--- src/cdr_pkg.sv ---
// constants and command codes for the cpu dedicated register set
package cdr_pkg;
  // ==========================================================
  // reset values
  localparam logic [15:0] IPTR_RESET = 16'hfffd;
  localparam logic [15:0] GP_RESET = 16'h0000;
  localparam logic [7:0] BANK_RESET = 8'h00;
  localparam logic [7:0] FLAGS_RESET = 8'h30;
  // ==========================================================
  // condition flags byte bit positions
  localparam int FLG_C = 0;
  localparam int FLG_V = 1;
  localparam int FLG_Z = 2;
  localparam int FLG_N = 3;
  localparam int FLG_PRIO_LO = 4;
  localparam int FLG_PRIO_HI = 5;
  localparam int FLG_I = 6;
  localparam int FLG_H = 7;
  // ==========================================================
  // destination select for register writes
  localparam logic [2:0] SEL_AUX = 3'h0;
  localparam logic [2:0] SEL_IDX = 3'h1;
  localparam logic [2:0] SEL_XPTR = 3'h2;
  localparam logic [2:0] SEL_STACK = 3'h3;
  localparam logic [2:0] SEL_IPTR = 3'h4;
  // ==========================================================
  // instruction-level commands from the sequencer
  typedef enum logic [7:0] {
    OP_NOP = 8'h01,
    OP_LOAD_A = 8'h02,
    OP_ALU = 8'h04,
    OP_SHIFT = 8'h08,
    OP_WR_REG = 8'h10,
    OP_WR_STATUS = 8'h20,
    OP_RD_STATUS = 8'h40,
    OP_SET_LVL = 8'h80
  } cdr_op_t;
endpackage

--- src/cdr_core.sv ---
// dedicated register set and condition flags of the 8-bit cpu
`timescale 1ns/1ns
module cdr_core
(
  input wire logic ref_clk_in,
  input wire logic nrst_in,
  input wire logic ce_in,
  input wire cdr_pkg::cdr_op_t op_in,
  input wire logic byte_in,
  input wire logic sub_in,
  input wire logic shift_right_in,
  input wire logic [2:0] sel_in,
  input wire logic [15:0] data_in,
  input wire logic [7:0] disp_in,
  input wire logic iptr_inc_in,
  input wire logic irq_req_in,
  input wire logic [1:0] irq_level_in,
  output logic [15:0] iptr_out,
  output logic [15:0] acc_out,
  output logic [15:0] aux_out,
  output logic [15:0] idx_out,
  output logic [15:0] xptr_out,
  output logic [15:0] stack_out,
  output logic [15:0] status_out,
  output logic [15:0] index_addr_out,
  output logic irq_accept_out
);

  // ==========================================================
  // registers
  logic [15:0] iptr_r, iptr_nxt;
  logic [15:0] a_r, a_nxt;
  logic [15:0] t_r, t_nxt;
  logic [15:0] idx_r, idx_nxt;
  logic [15:0] xptr_r, xptr_nxt;
  logic [15:0] stk_r, stk_nxt;
  logic [7:0] bank_r, bank_nxt;
  logic [7:0] flags_r, flags_nxt;

  // ==========================================================
  // arithmetic: subtraction adds the inverted aux plus one
  wire [7:0] alu_b_lo = sub_in ? ~t_r[7:0] : t_r[7:0];
  wire [15:0] alu_b_w = sub_in ? ~t_r : t_r;
  wire [8:0] sum_lo = {1'b0, a_r[7:0]} + {1'b0, alu_b_lo} + {8'h00, sub_in};
  wire [16:0] sum_w = {1'b0, a_r} + {1'b0, alu_b_w} + {16'h0000, sub_in};
  wire [15:0] alu_res = byte_in ? {a_r[15:8], sum_lo[7:0]} : sum_w[15:0];
  // borrow is the inverted adder carry
  // half-carry comes from the low nibble for word ops too, for decimal adjust
  wire alu_h = (a_r[4] ^ alu_b_lo[4] ^ sum_lo[4]) ^ sub_in;
  wire alu_c = (byte_in ? sum_lo[8] : sum_w[16]) ^ sub_in;
  wire alu_n = byte_in ? sum_lo[7] : sum_w[15];
  wire alu_z = byte_in ? (sum_lo[7:0] == 8'h00) : (sum_w[15:0] == 16'h0000);
  wire a_msb = byte_in ? a_r[7] : a_r[15];
  wire b_msb = byte_in ? alu_b_lo[7] : alu_b_w[15];
  wire alu_v = (a_msb == b_msb) && (alu_n != a_msb);

  // ==========================================================
  // shift through carry
  wire c_old = flags_r[cdr_pkg::FLG_C];
  wire sh_out = shift_right_in ? a_r[0] : (byte_in ? a_r[7] : a_r[15]);
  wire [7:0] sh_b = shift_right_in ? {c_old, a_r[7:1]} : {a_r[6:0], c_old};
  wire [15:0] sh_w = shift_right_in ? {c_old, a_r[15:1]} : {a_r[14:0], c_old};
  wire [15:0] sh_res = byte_in ? {a_r[15:8], sh_b} : sh_w;

  // ==========================================================
  // accumulator loads; reading the status word is always a word move
  wire ld_byte = byte_in && (op_in == cdr_pkg::OP_LOAD_A);
  wire [15:0] status_word = {bank_r, flags_r};
  wire [15:0] ld_src = (op_in == cdr_pkg::OP_RD_STATUS) ? status_word : data_in;
  wire [15:0] ld_acc = ld_byte ? {a_r[15:8], ld_src[7:0]} : ld_src;
  wire [15:0] ld_aux = ld_byte ? {t_r[15:8], a_r[7:0]} : a_r;

  // ==========================================================
  // interrupt gate; request comes from logic on the same clock
  wire [1:0] cur_level = {flags_r[cdr_pkg::FLG_PRIO_HI], flags_r[cdr_pkg::FLG_PRIO_LO]};
  wire irq_ok = irq_req_in && flags_r[cdr_pkg::FLG_I] && (irq_level_in < cur_level);

  // ==========================================================
  // next-state decode
  always_comb
  begin
    iptr_nxt = iptr_r;
    a_nxt = a_r;
    t_nxt = t_r;
    idx_nxt = idx_r;
    xptr_nxt = xptr_r;
    stk_nxt = stk_r;
    bank_nxt = bank_r;
    flags_nxt = flags_r;
    if (iptr_inc_in)
    begin
      iptr_nxt = iptr_r + 16'h0001;
    end
    unique case (op_in)
      cdr_pkg::OP_NOP:
      begin
        flags_nxt = flags_r;
      end
      cdr_pkg::OP_LOAD_A, cdr_pkg::OP_RD_STATUS:
      begin
        a_nxt = ld_acc;
        t_nxt = ld_aux;
      end
      cdr_pkg::OP_ALU:
      begin
        a_nxt = alu_res;
        flags_nxt[cdr_pkg::FLG_H] = alu_h;
        flags_nxt[cdr_pkg::FLG_N] = alu_n;
        flags_nxt[cdr_pkg::FLG_Z] = alu_z;
        flags_nxt[cdr_pkg::FLG_V] = alu_v;
        flags_nxt[cdr_pkg::FLG_C] = alu_c;
      end
      cdr_pkg::OP_SHIFT:
      begin
        a_nxt = sh_res;
        flags_nxt[cdr_pkg::FLG_C] = sh_out;
      end
      cdr_pkg::OP_WR_REG:
      begin
        unique case (sel_in)
          cdr_pkg::SEL_AUX: t_nxt = data_in;
          cdr_pkg::SEL_IDX: idx_nxt = data_in;
          cdr_pkg::SEL_XPTR: xptr_nxt = data_in;
          cdr_pkg::SEL_STACK: stk_nxt = data_in;
          cdr_pkg::SEL_IPTR: iptr_nxt = data_in;
          default: t_nxt = t_r;
        endcase
      end
      cdr_pkg::OP_WR_STATUS:
      begin
        bank_nxt = a_r[15:8];
        flags_nxt = a_r[7:0];
      end
      cdr_pkg::OP_SET_LVL:
      begin
        flags_nxt[cdr_pkg::FLG_PRIO_HI] = irq_level_in[1];
        flags_nxt[cdr_pkg::FLG_PRIO_LO] = irq_level_in[0];
      end
      default:
      begin
        flags_nxt = flags_r;
      end
    endcase
  end

  // ==========================================================
  // state; undefined reset values are fixed at zero for determinism
  always_ff @(posedge ref_clk_in)
  begin
    if (!nrst_in)
    begin
      iptr_r <= cdr_pkg::IPTR_RESET;
      a_r <= cdr_pkg::GP_RESET;
      t_r <= cdr_pkg::GP_RESET;
      idx_r <= cdr_pkg::GP_RESET;
      xptr_r <= cdr_pkg::GP_RESET;
      stk_r <= cdr_pkg::GP_RESET;
      bank_r <= cdr_pkg::BANK_RESET;
      flags_r <= cdr_pkg::FLAGS_RESET;
    end
    else if (ce_in)
    begin
      iptr_r <= iptr_nxt;
      a_r <= a_nxt;
      t_r <= t_nxt;
      idx_r <= idx_nxt;
      xptr_r <= xptr_nxt;
      stk_r <= stk_nxt;
      bank_r <= bank_nxt;
      flags_r <= flags_nxt;
    end
  end

  // ==========================================================
  // outputs
  assign iptr_out = iptr_r;
  assign acc_out = a_r;
  assign aux_out = t_r;
  assign idx_out = idx_r;
  assign xptr_out = xptr_r;
  assign stack_out = stk_r;
  assign status_out = status_word;
  // combinational so an indexed access needs no extra cycle
  assign index_addr_out = idx_r + {{8{disp_in[7]}}, disp_in};
  assign irq_accept_out = irq_ok;

  // ==========================================================
  // checks
  // expected values are worked out from the operands, not from the alu wiring
  a_iptr_reset: assert property (
    @(posedge ref_clk_in) !nrst_in |=> iptr_out == cdr_pkg::IPTR_RESET)
    else $error("instruction pointer wrong after reset");

  a_flags_reset: assert property (
    @(posedge ref_clk_in) !nrst_in |=> status_out[6:4] == 3'h3)
    else $error("enable or level bits wrong after reset");

  a_acc_high_kept: assert property (
    @(posedge ref_clk_in) disable iff (!nrst_in)
    ce_in && byte_in && (op_in == cdr_pkg::OP_LOAD_A || op_in == cdr_pkg::OP_ALU)
    |=> acc_out[15:8] == $past(acc_out[15:8]))
    else $error("byte op changed accumulator high byte");

  a_aux_copy_word: assert property (
    @(posedge ref_clk_in) disable iff (!nrst_in)
    ce_in && !byte_in && op_in == cdr_pkg::OP_LOAD_A
    |=> aux_out == $past(acc_out) && acc_out == $past(data_in))
    else $error("word load did not copy accumulator to aux");

  a_aux_copy_byte: assert property (
    @(posedge ref_clk_in) disable iff (!nrst_in)
    ce_in && byte_in && op_in == cdr_pkg::OP_LOAD_A
    |=> aux_out == {$past(aux_out[15:8]), $past(acc_out[7:0])})
    else $error("byte load copy wrong in aux");

  a_status_round_trip: assert property (
    @(posedge ref_clk_in) disable iff (!nrst_in)
    ce_in && op_in == cdr_pkg::OP_WR_STATUS ##1 ce_in && op_in == cdr_pkg::OP_RD_STATUS
    |=> acc_out == $past(acc_out, 2))
    else $error("status word round trip lost bits");

  a_zero_neg_flags: assert property (
    @(posedge ref_clk_in) disable iff (!nrst_in)
    ce_in && byte_in && op_in == cdr_pkg::OP_ALU
    |=> status_out[2] == (acc_out[7:0] == 8'h00) && status_out[3] == acc_out[7])
    else $error("zero or negative flag disagrees with result");

  a_byte_carry: assert property (
    @(posedge ref_clk_in) disable iff (!nrst_in)
    ce_in && byte_in && !sub_in && op_in == cdr_pkg::OP_ALU
    |=> status_out[0] == ({1'b0, $past(acc_out[7:0])} + {1'b0, $past(aux_out[7:0])} > 9'h0ff))
    else $error("byte add carry wrong");

  a_shift_carry: assert property (
    @(posedge ref_clk_in) disable iff (!nrst_in)
    ce_in && byte_in && !shift_right_in && op_in == cdr_pkg::OP_SHIFT
    |=> status_out[0] == $past(acc_out[7]) && acc_out[0] == $past(status_out[0]))
    else $error("shift did not move bit into carry");

  a_irq_gate: assert property (
    @(posedge ref_clk_in) disable iff (!nrst_in)
    irq_accept_out |-> status_out[6] && irq_level_in < status_out[5:4])
    else $error("interrupt accepted while gated");

  a_flags_hold: assert property (
    @(posedge ref_clk_in) disable iff (!nrst_in)
    ce_in && (op_in == cdr_pkg::OP_LOAD_A || op_in == cdr_pkg::OP_WR_REG)
    |=> status_out == $past(status_out))
    else $error("flags changed by op without flag effect");

  a_word_carry: assert property (
    @(posedge ref_clk_in) disable iff (!nrst_in)
    ce_in && !byte_in && !sub_in && op_in == cdr_pkg::OP_ALU
    |=> status_out[0] == ({1'b0, $past(acc_out)} + {1'b0, $past(aux_out)} > 17'h0ffff))
    else $error("word add carry wrong");

  a_half_carry: assert property (
    @(posedge ref_clk_in) disable iff (!nrst_in)
    ce_in && !sub_in && op_in == cdr_pkg::OP_ALU
    |=> status_out[7] == ({1'b0, $past(acc_out[3:0])} + {1'b0, $past(aux_out[3:0])} > 5'h0f))
    else $error("half-carry wrong on add");

  a_byte_borrow: assert property (
    @(posedge ref_clk_in) disable iff (!nrst_in)
    ce_in && byte_in && sub_in && op_in == cdr_pkg::OP_ALU
    |=> status_out[0] == ($past(acc_out[7:0]) < $past(aux_out[7:0])))
    else $error("byte subtract borrow wrong");

  a_byte_overflow: assert property (
    @(posedge ref_clk_in) disable iff (!nrst_in)
    ce_in && byte_in && !sub_in && op_in == cdr_pkg::OP_ALU
    |=> status_out[1] == ($past(acc_out[7]) == $past(aux_out[7]) && acc_out[7] != $past(acc_out[7])))
    else $error("byte add overflow wrong");

  a_shift_right: assert property (
    @(posedge ref_clk_in) disable iff (!nrst_in)
    ce_in && byte_in && shift_right_in && op_in == cdr_pkg::OP_SHIFT
    |=> status_out[0] == $past(acc_out[0]) && acc_out[7] == $past(status_out[0]))
    else $error("right shift did not move bit into carry");

  a_stack_write: assert property (
    @(posedge ref_clk_in) disable iff (!nrst_in)
    ce_in && op_in == cdr_pkg::OP_WR_REG && sel_in == cdr_pkg::SEL_STACK
    |=> stack_out == $past(data_in))
    else $error("stack pointer write lost");

  a_iptr_step: assert property (
    @(posedge ref_clk_in) disable iff (!nrst_in)
    ce_in && iptr_inc_in && op_in != cdr_pkg::OP_WR_REG
    |=> iptr_out == $past(iptr_out) + 16'h0001)
    else $error("instruction pointer did not step");

  a_bank_hold: assert property (
    @(posedge ref_clk_in) disable iff (!nrst_in)
    !(ce_in && op_in == cdr_pkg::OP_WR_STATUS)
    |=> status_out[15:8] == $past(status_out[15:8]))
    else $error("bank selector changed outside a status write");

  // a frozen cycle must not leak a half-applied command
  a_ce_freeze: assert property (
    @(posedge ref_clk_in) disable iff (!nrst_in)
    !ce_in
    |=> acc_out == $past(acc_out) && aux_out == $past(aux_out) && iptr_out == $past(iptr_out))
    else $error("state moved while clock enable low");

  c_byte_add_carry: cover property (
    @(posedge ref_clk_in) disable iff (!nrst_in)
    ce_in && op_in == cdr_pkg::OP_ALU && byte_in ##1 status_out[0]);

  c_status_write: cover property (
    @(posedge ref_clk_in) disable iff (!nrst_in)
    ce_in && op_in == cdr_pkg::OP_WR_STATUS);

  c_word_sub: cover property (
    @(posedge ref_clk_in) disable iff (!nrst_in)
    ce_in && op_in == cdr_pkg::OP_ALU && !byte_in && sub_in);

  c_shift_right: cover property (
    @(posedge ref_clk_in) disable iff (!nrst_in)
    ce_in && op_in == cdr_pkg::OP_SHIFT && shift_right_in);

  c_irq_accept: cover property (
    @(posedge ref_clk_in) disable iff (!nrst_in)
    irq_accept_out);

endmodule

--- config.mk ---
export PLATFORM = sky130hd
export DESIGN_NAME = cdr_core
export DESIGN_NICKNAME = d
export VERILOG_FILES = /design/src/cdr_pkg.sv /design/src/cdr_core.sv
export SDC_FILE = /design/constraint.sdc
export NUM_CORES = 1
export LEC_CHECK = 0
export BUFFER_PORTS_ARGS = -buffer_cell sky130_fd_sc_hd__buf_2
export CAP_MARGIN = 10
export CORE_ASPECT_RATIO = 2
export CORE_MARGIN = 4
export CORE_UTILIZATION = 36
export DETAILED_ROUTE_END_ITERATION = 6
export GPL_TIMING_DRIVEN = 0
export PLACE_DENSITY_LB_ADDON = 0.3
export SYNTH_ARGS = -nofsm -noshare
export SYNTH_HDL_FRONTEND = slang
export SYNTH_SLANG_ARGS = --single-unit
--- constraint.sdc ---
create_clock -name ref_clk_in -period 8.13 [get_ports ref_clk_in]
set_input_delay 0.813 -clock ref_clk_in [delete_from_list [all_inputs] [get_ports ref_clk_in]]
set_output_delay 0.813 -clock ref_clk_in [all_outputs]
set_load 0.03 [all_outputs]
* Word level (Yosys, flattened, before mapping)
Index checks and enable logic that the tools add are counted.
Widths: inputs -> output; s select.
** Operators by class
- Add/sub/neg operators :: 6
- Magnitude comparators :: 1
- Equality and inequality tests :: 17
- Muxes and demuxes :: 25
- Bitwise gates (word level) :: 6
- Reduce and logical (&&, ||, !) cells :: 24
** Operator list (number)
- $mux 16 :: 11
- $pmux 16 s3 :: 1
- $pmux 16 s2 :: 1
- $add 16x16->17 :: 1
- $add 17x1->17 :: 1
- $add 16x1->16 const B :: 1
- $add 16x16->16 :: 1
- $logic_not 16->1 :: 1
- $mux 8 :: 2
- $not 16->16 :: 1
- $reduce_and 3->1 :: 4
- $reduce_and 2->1 :: 5
- $add 8x8->9 :: 1
- $add 9x1->9 :: 1
- $eq 8x2->1 const B :: 1
- $eq 8x3->1 const B :: 1
- $eq 8x4->1 const B :: 1
- $eq 8x5->1 const B :: 1
- $eq 8x6->1 const B :: 1
- $eq 8x7->1 const B :: 1
- $eq 8x8->1 const B :: 1
- $logic_not 8->1 :: 1
- $not 8->8 :: 1
- $eq 3x2->1 const B :: 2
- other kinds (20) :: 36
** Storage, ports and cells
- Register bits after elaboration :: 112
- Input port bits :: 45
- Output and inout bits :: 129
- Word-level logic and storage cells :: 92

* Logic depth before layout (Yosys ltp)
Gate-level depths: netlist of run 1.
- Word-level depth :: 8
- Depth in mapped cells :: 13
- Gate-level depth less buffers :: 11

* Worst setup path before layout of run 1
OpenSTA, ideal clock, no wires.
- Path kind :: input to output
- Start point :: in disp_in[0]
- End point :: out index_addr_out[14]
- Data arrival time :: 3.430 ns
- Required time :: 7.317 ns
- Path slack :: 3.887 ns
- Stages :: 10
- Path through :: ha_1 inv_1 fa_1 nor2b_1 o21a_1 o21ai_0 a21oi_1 o31ai_1 a31oi_1 o311ai_0
** Between the ends
- Cells in the longest elaborated chain, start to end :: 1
** RTL lines
- from (decl) :: line cdr_core.sv:14 : input wire logic [7:0] disp_in,
- $add 16x16->16 :: line cdr_core.sv:184 : assign index_addr_out = idx_r + {{8{disp_in[7]}}, disp_in};
- to (decl) :: line cdr_core.sv:25 : output logic [15:0] index_addr_out,
Every way passes these cells.

* Worst setup path in the final report of run 1
- Start point :: in disp_in[1]
- End point :: out index_addr_out[15]
Same word-level chain as after synthesis.

==> impl_results.md, run 1 <==
- Net Sw Frac: 0.288
- NetSw: 0.338 mW
- Crit start category: input pin
- Total die area: between 20000 and 25000 µm²
- 1st-iter DRT viols: 251
- Delay-heaviest family, CP: compound AO/OA/AOI/OAI gates
- Wirelength per Cell: approximately 20 µm
- Antenna violations before repair: 2
- Min-delay worst type: flop to flop
- Synth Net Count: between 900 and 1000
- Total setup buffers inserted after CTS: 0
- Outcome: completed
- Num CTS Buffers: 9
- Post-synth ARST share: 0
- Synthesis warning total: 0
- Routed vias/inst: between 5 and 6
- Worst Skew: around 7 ps
- Crit path DAT: between 3000 and 4000 ps
- Slew HR: 0.396
- Critical-path cell list: buf_2 -> ha_1 -> a211o_1 -> a211oi_1 -> o311ai_0 -> a21oi_1 -> o21bai_1 -> a211oi_1 -> a21oi_1 -> xnor2_1 -> buf_2
- PortBufs: approximately 170
- Part of the power in registers: 0.474
- Max-slew violations: 0
- Top-count cell post-synth: dfxtp_1
- WS Path Type: input pin to primary output
- Gr usage total: 0.238
- List of most frequent post-synthesis cells: dfxtp_1, nor2_1, mux2i_1, nand2_1, a21oi_1
- FMAX: ~240 MHz
- LEAKAGE: slightly above 4 nW
- Hold_buf cts: 0
- Setup_tns: 0 ps
- Clock Sinks: about 110
- Yosys cell types: 70
- Drt drc: 0
- CTS HTree Levels: 3
- Share of layout cells above drive strength 1: 0.201
- Max-cap violation count: 0
- Die height: between 200 and 250 µm
- Fin crit share: 0.520
- Worst-path clk slew: approximately 80 ps
- Cell taking the most area after synthesis: dfxtp_1
- CP max stage delay: between 300 and 400 ps
- Worst IR Drop VDD: 0.0973 mV
- Seq/Total Area, Yosys: 0.314
- Post-synthesis cell count: 865
- Pwr per Cell Area: approximately 140 nW/µm²
- Nets@finish: ~1100
- Synth area leaders: dfxtp_1, mux2i_1, nor2_1
- Combinational share of power: 0.140
- Post-DP Area: 8310 µm²
- Core Region: between 15000 and 20000 µm²
- Crit end category: primary output
- Overall routed net length: ~27 mm
- Final instance area: around 8600 µm²
- Antenna Cells: 0
- Clock Latency Late Sink: 370 ps
- Post-Syn Area: 7140 µm²
- Largest net degree at the start of global routing: 20
- Worst Max-Slew Pin Slew: just over 900 ps
- Min cycle time layout: approximately 4200 ps
- CP max stage cell: a211oi_1
- GPL Wtd Cong: ~0.96
- Number of flops mapped to enable cells by yosys: 0
- Detail Placement HPWL: approximately 22 mm
- TritonCTS clock tree: done
- Maximum clock path buffer count: 2
- Critical path fanouts, max: 3
- Post-synth top area share: 0.314
- Final setup vio count: 0
- Final hold violations: 0
- Vias in the first global route: 7288
- ANT nets after route: 0
- P_int: about 0.84 mW
- FP Rows: 72
- First-pass DRT Iterations: 5
- Starting Density: 0.367
- First-pass GRT wire length: between 40 and 50 mm
- Worst path bufs/invs: 2
- Worst EP required: about 7300 ps
- Chip width: approximately 110 µm
- # IOs: 174
- RSZ-0062 raised after global routing: false
- Layout area overhead: 20.7%
- Clk pwr share: 0.386
- Vias: slightly above 7000
- Synth Flop Type: dfxtp_1
- CTS root buf: clkbuf_16
- Seq cells post-synth: roughly 110
- Synth Area per Inst: about 8.2 µm²
- GR Overflow Total: 0
- Post-CTS sizing: 0
sequential cells by signal (all words and copies together) (netlist names):
signal     flops
stack_out     16
idx_out       16
acc_out       16
flags_r        8
bank_r         8
iptr_out      16
xptr_out      16
aux_out       16
worst min-delay path, delay by kind of cell, from the launching register on:
| family | cells | cell delay [ps] |
|---|---|---|
| simple gates | 1 | 70 |
| mux | 1 | 60 |
| flops | 1 | 330 |
metal layers:
metal / GRT usage / share of wire / vias to the layer above / wire, µm
met3: 0.0368 / 0.047 / 79 / 1250
met4: 0.152 / 0.065 / 0 / 1740
met5: 0 / 0 / - / 0
met2: 0.455 / 0.55 / 251 / 14800
li1: - / - / 3523 / -
met1: 0.226 / 0.34 / 3398 / 9000
logic make-up (layout without fill, tap and decap cells):
family,Yosys count,count (layout),synth area share
AOI/OAI and AO/OA,224,224,0.206
DFF,112,112,0.314
and+or+nand+nor,293,293,0.195
muxes,99,99,0.140
adders and majority gates,34,34,0.0617
xor gates and xnor gates,38,38,0.0466
buffers and inverters,65,251,0.0368
area by class of cell:
cell class / instances / area (µm²)
fill: 2048 / 10800
multi-input combinational: 688 / 4630
sequential: 112 / 2240
timing repair buffer: 170 / 851
tap: 259 / 324
clock buffer: 11 / 253
buffer: 44 / 184
inverter: 21 / 78.8
clock inverter: 5 / 46.3
worst paths after layout:
| kind | startpoint | to | slack (ps) | depth (start not counted) |
|---|---|---|---|---|
| max | disp_in[1] | index_addr_out[15] | 3900 | 11 |
| min | xptr_out[2]$_SDFFE_PN0P_ | xptr_out[2]$_SDFFE_PN0P_ | 490 | 2 |
| max reg2reg | aux_out[0]$_SDFFE_PN0P_ | flags_r[2]$_SDFFE_PN0P_ | 4790 | 10 |
| min reg2reg | xptr_out[2]$_SDFFE_PN0P_ | xptr_out[2]$_SDFFE_PN0P_ | 490 | 2 |
placed cells by master (no fill, tap or decap), types with 5 or more instances in the layout:
master,Yosys,layout
dfxtp_1,112,112
xnor2_1,18,18
xor2_1,20,20
a21oi_1,68,68
nand3_1,11,11
clkbuf_16,0,9
nor3_1,15,15
buf_2,9,178
nand2b_1,9,9
o211ai_1,7,7
buf_1,5,5
o21ai_0,37,37
and3_1,8,8
a21o_1,16,16
clkbuf_1,29,29
ha_1,32,32
nor2b_1,7,7
a31oi_1,6,6
nor2_1,111,111
inv_1,21,21
o221ai_1,6,6
nand2_1,81,81
a211o_1,5,5
nand4_1,11,11
a211oi_1,26,26
mux2i_1,98,98
o22ai_1,11,11
o21a_1,8,8
power groups by stage:
stage | clock network [mW] | registers, mW | logic (mW)
5_1_grt | 0.480 | 0.558 | 0.178
4_1_cts | 0.460 | 0.558 | 0.164
3_5_place_dp | 0 | 0.571 | 0.163
2_1_floorplan | 0 | 0.577 | 0.0931
3_3_place_gp | 0 | 0.571 | 0.163
6_report | 0.453 | 0.558 | 0.164
per-stage QoR:
step | total power [mW] | utilization | hold WS, ps | cells | worst slack [ps]
floorplan | 0.670 | - | 595 | 865 | 3890
global placement | 0.733 | 0.427 | 469 | 1293 | 3610
detailed placement | 0.734 | 0.427 | 474 | 1293 | 3560
CTS | 1.18 | 0.442 | 494 | 1309 | 3860
global route | 1.22 | 0.442 | 510 | 1310 | 3680
finish | 1.18 | 0.442 | 489 | 1310 | 3900
(Power assumes the default switching activity.)
==> run 2, diff against run 1 <==
- clock period: 8.13 -> 3.61 ns (I/O delays scaled with it)
==> run 2 against run 1 <==
Combinational power grew 130%. Total power is 130% higher. Via count decreased by 0.11%. Setup slack lost 3700 ps. Clock power increased by 130%. Non-clock buffer count stayed put. Sequential cell count is the same. Utilization grew 0.13 points. Final area increased by 0.29%. First-iteration DRC count increased by 4.8%. Register-to-register slack got worse by 4500 ps. Count of clock-buffer cells in the layout unchanged. Critical endpoint unchanged. Largest power group unchanged.
==> impl_results.md, run 2 (synthesis results as in run 1) <==
- Vias in the first global route: 7294 (+0.082%)
- Critical R2R Capture: flags_r[2]$_SDFFE_PN0P_
- Wirelength per Cell: 20.4 µm (-0.32%)
- Antenna violations before repair: 2 (unchanged)
- Crit path DAT: 3010 ps (-400 ps)
- Final instance area: 8630 µm² (+0.29%)
- Final setup vio count: 0 (unchanged)
- LEAKAGE: 4.16 nW (about the same)
- Worst Max-Slew Pin Slew: 917 ps (+11.0 ps)
- Worst Hold Launch: irq_level_in[1]
- PortBufs: 169 (unchanged)
- Slew HR: 0.388 (-0.00735)
- Clock Latency Late Sink: 370 ps (about the same)
- Dpl cells: 1293 (unchanged)
- Min cycle time layout: roughly 3400 ps
- Gr usage total: 0.237 (-0.00108)
- Worst IR Drop VDD: 0.219 mV (+120%)
- Crit start category: flop
- Hold worst-path end: flags_r[5]$_SDFFE_PN1P_
- Chip width: 108 µm (unchanged)
- Worst-path clk slew: 80 ps (about the same)
- Final hold violations: 0 (unchanged)
- Share of layout cells above drive strength 1: 0.206 (+0.00476)
- Most frequent cells in the layout: buf_2, dfxtp_1, nor2_1, mux2i_1, nand2_1
- Outcome: completed
- Pwr per Cell Area: 307 nW/µm² (+120%)
- 1st-iter DRT viols: 263 (+4.8%)
- FMAX: between 200 and 300 MHz
- Fin crit share: 0.934
- Total die area: 22300 µm² (unchanged)
- Largest net degree at the start of global routing: 20 (unchanged)
- Worst Skew: 10.6 ps (+3.58 ps)
- Hold path depth: 3 (+1)
- Worst EP required: 3250 ps (-4070 ps)
- Clock Sinks: 112 (unchanged)
- Drt drc: 0 (unchanged)
- Detail Placement HPWL: 21.7 mm (unchanged)
- Maximum clock path buffer count: 2 (unchanged)
- Register area: 2240 µm² (unchanged)
- # IOs: 174 (unchanged)
- WS Path Type: flop to primary output
- GR Overflow Total: 0 (unchanged)
- Crit end category: primary output
- Total power: 2.65 mW (+130%)
- ANT nets after route: 0 (unchanged)
- Final std cells w/o fill: 1310 (unchanged)
- CTS root buf: clkbuf_16
- Post-DP Area: 8310 µm² (unchanged)
- Critical path fanouts, max: 4 (+1)
- FP Rows: 72 (unchanged)
- Starting Density: 0.367 (unchanged)
- Die height: 207 µm (unchanged)
- Multi-input logic area: 4650 µm² (+0.46%)
- Met3 usage: 0.0377 (+0.000935)
- CTS HTree Levels: 3 (unchanged)
- Max-slew violations: 0 (unchanged)
- Antenna Cells: 0 (unchanged)
- Num CTS Buffers: 9 (unchanged)
- Most common cell after layout, fill and taps aside: buf_2
- First-pass DRT Iterations: 6 (+1)
- Overall routed net length: 26.7 mm (-0.32%)
- Met2 Use GR: 0.454 (-0.00129)
- Nets@finish: 1125 (unchanged)
- Worst R2R Start: aux_out[0]$_SDFFE_PN0P_
- Most crowded layer after global routing: met2
- Setup_tns: 0 ps (unchanged)
- Core Region: 19500 µm² (unchanged)
- Hold_buf cts: 0 (unchanged)
- GRT met1 Usage: 0.226 (about the same)
- Worst r2r path cells: 10 (unchanged)
- Min-delay worst type: input pin to flop
- Routed vias/inst: 5.53 (-0.11%)
- Filler instances: 2044 (-0.20%)
- Vias: 7243 (-0.11%)
- Layout area overhead: 21.0%
- TritonCTS clock tree: done
- R2r setup slk: 290 ps (-4500 ps)
- Max-cap violation count: 0 (unchanged)
- First-pass GRT wire length: 40.9 mm (-0.30%)
- GPL Wtd Cong: 0.955 (unchanged)
[run 2: cell counts in the layout (fill, tap and decap cells not counted)]
Identical to the previous run, type by type.
[run 2: per-stage QoR]
stage               hold slack (ps)  setup slack (ps)   util
floorplan                       505               160      -
global placement                469              -454  0.427
global route                    372             -14.4  0.444
detailed placement              474              -511  0.427
CTS                             326              79.2  0.442
finish                          330               238  0.444
[run 2: worst max-delay path, stage by stage, from the launching register on]
cell	delay, ps
dfxtp_1	410
ha_1	270
a211o_1	340
a211oi_2	250
o311ai_0	210
a21oi_1	230
o21bai_1	140
a211oi_2	260
a21oi_1	150
xnor2_1	170
buf_2	210
[run 2: cell type report]
| class | count | area share |
|---|---|---|
| Multi-Input combinational cell | 688 | 0.539 |
| Tap cell | 259 | 0.0375 |
| Clock inverter | 5 | 0.00536 |
| Clock buffer | 11 | 0.0293 |
| Inverter | 21 | 0.00913 |
| Buffer | 43 | 0.0209 |
| Sequential cell | 112 | 0.260 |
| Timing Repair Buffer | 171 | 0.0994 |
[run 2: worst max-delay path by stage]
| stage | startpoint | end | slack (ps) | cells after the start |
|---|---|---|---|---|
| floorplan | idx_out[2]$_SDFFE_PN0P_ | index_addr_out[14] | 160 | 8 |
| global placement | sub_in | flags_r[2]$_SDFFE_PN0P_ | -450 | 12 |
| detailed placement | sub_in | flags_r[2]$_SDFFE_PN0P_ | -510 | 12 |
| CTS | idx_out[1]$_SDFFE_PN0P_ | index_addr_out[15] | 80 | 10 |
| global route | idx_out[0]$_SDFFE_PN0P_ | index_addr_out[14] | -10 | 11 |
| finish | idx_out[1]$_SDFFE_PN0P_ | index_addr_out[15] | 240 | 10 |
[run 2: power by group]
part / total, mW / switching, mW / internal, mW
registers: 1.26 / 0.0128 / 1.24
clock network: 1.02 / 0.504 / 0.519
logic: 0.370 / 0.247 / 0.122
total: 2.65 / 0.764 / 1.88
[run 2: repair_timing]
action / CTS / global route
endpoints found under the setup margin: 2 / 2
pin swaps: 0 / 1
gates resized for setup: 1 / 3
setup buffers: 0 / 1
[run 2: layer usage]
| layer | up-vias | wire length (µm) |
|---|---|---|
| met5 | - | 0 |
| met4 | 0 | 1580 |
| met3 | 73 | 1350 |
| met2 | 247 | 14900 |
| met1 | 3407 | 8910 |
| li1 | 3516 | - |
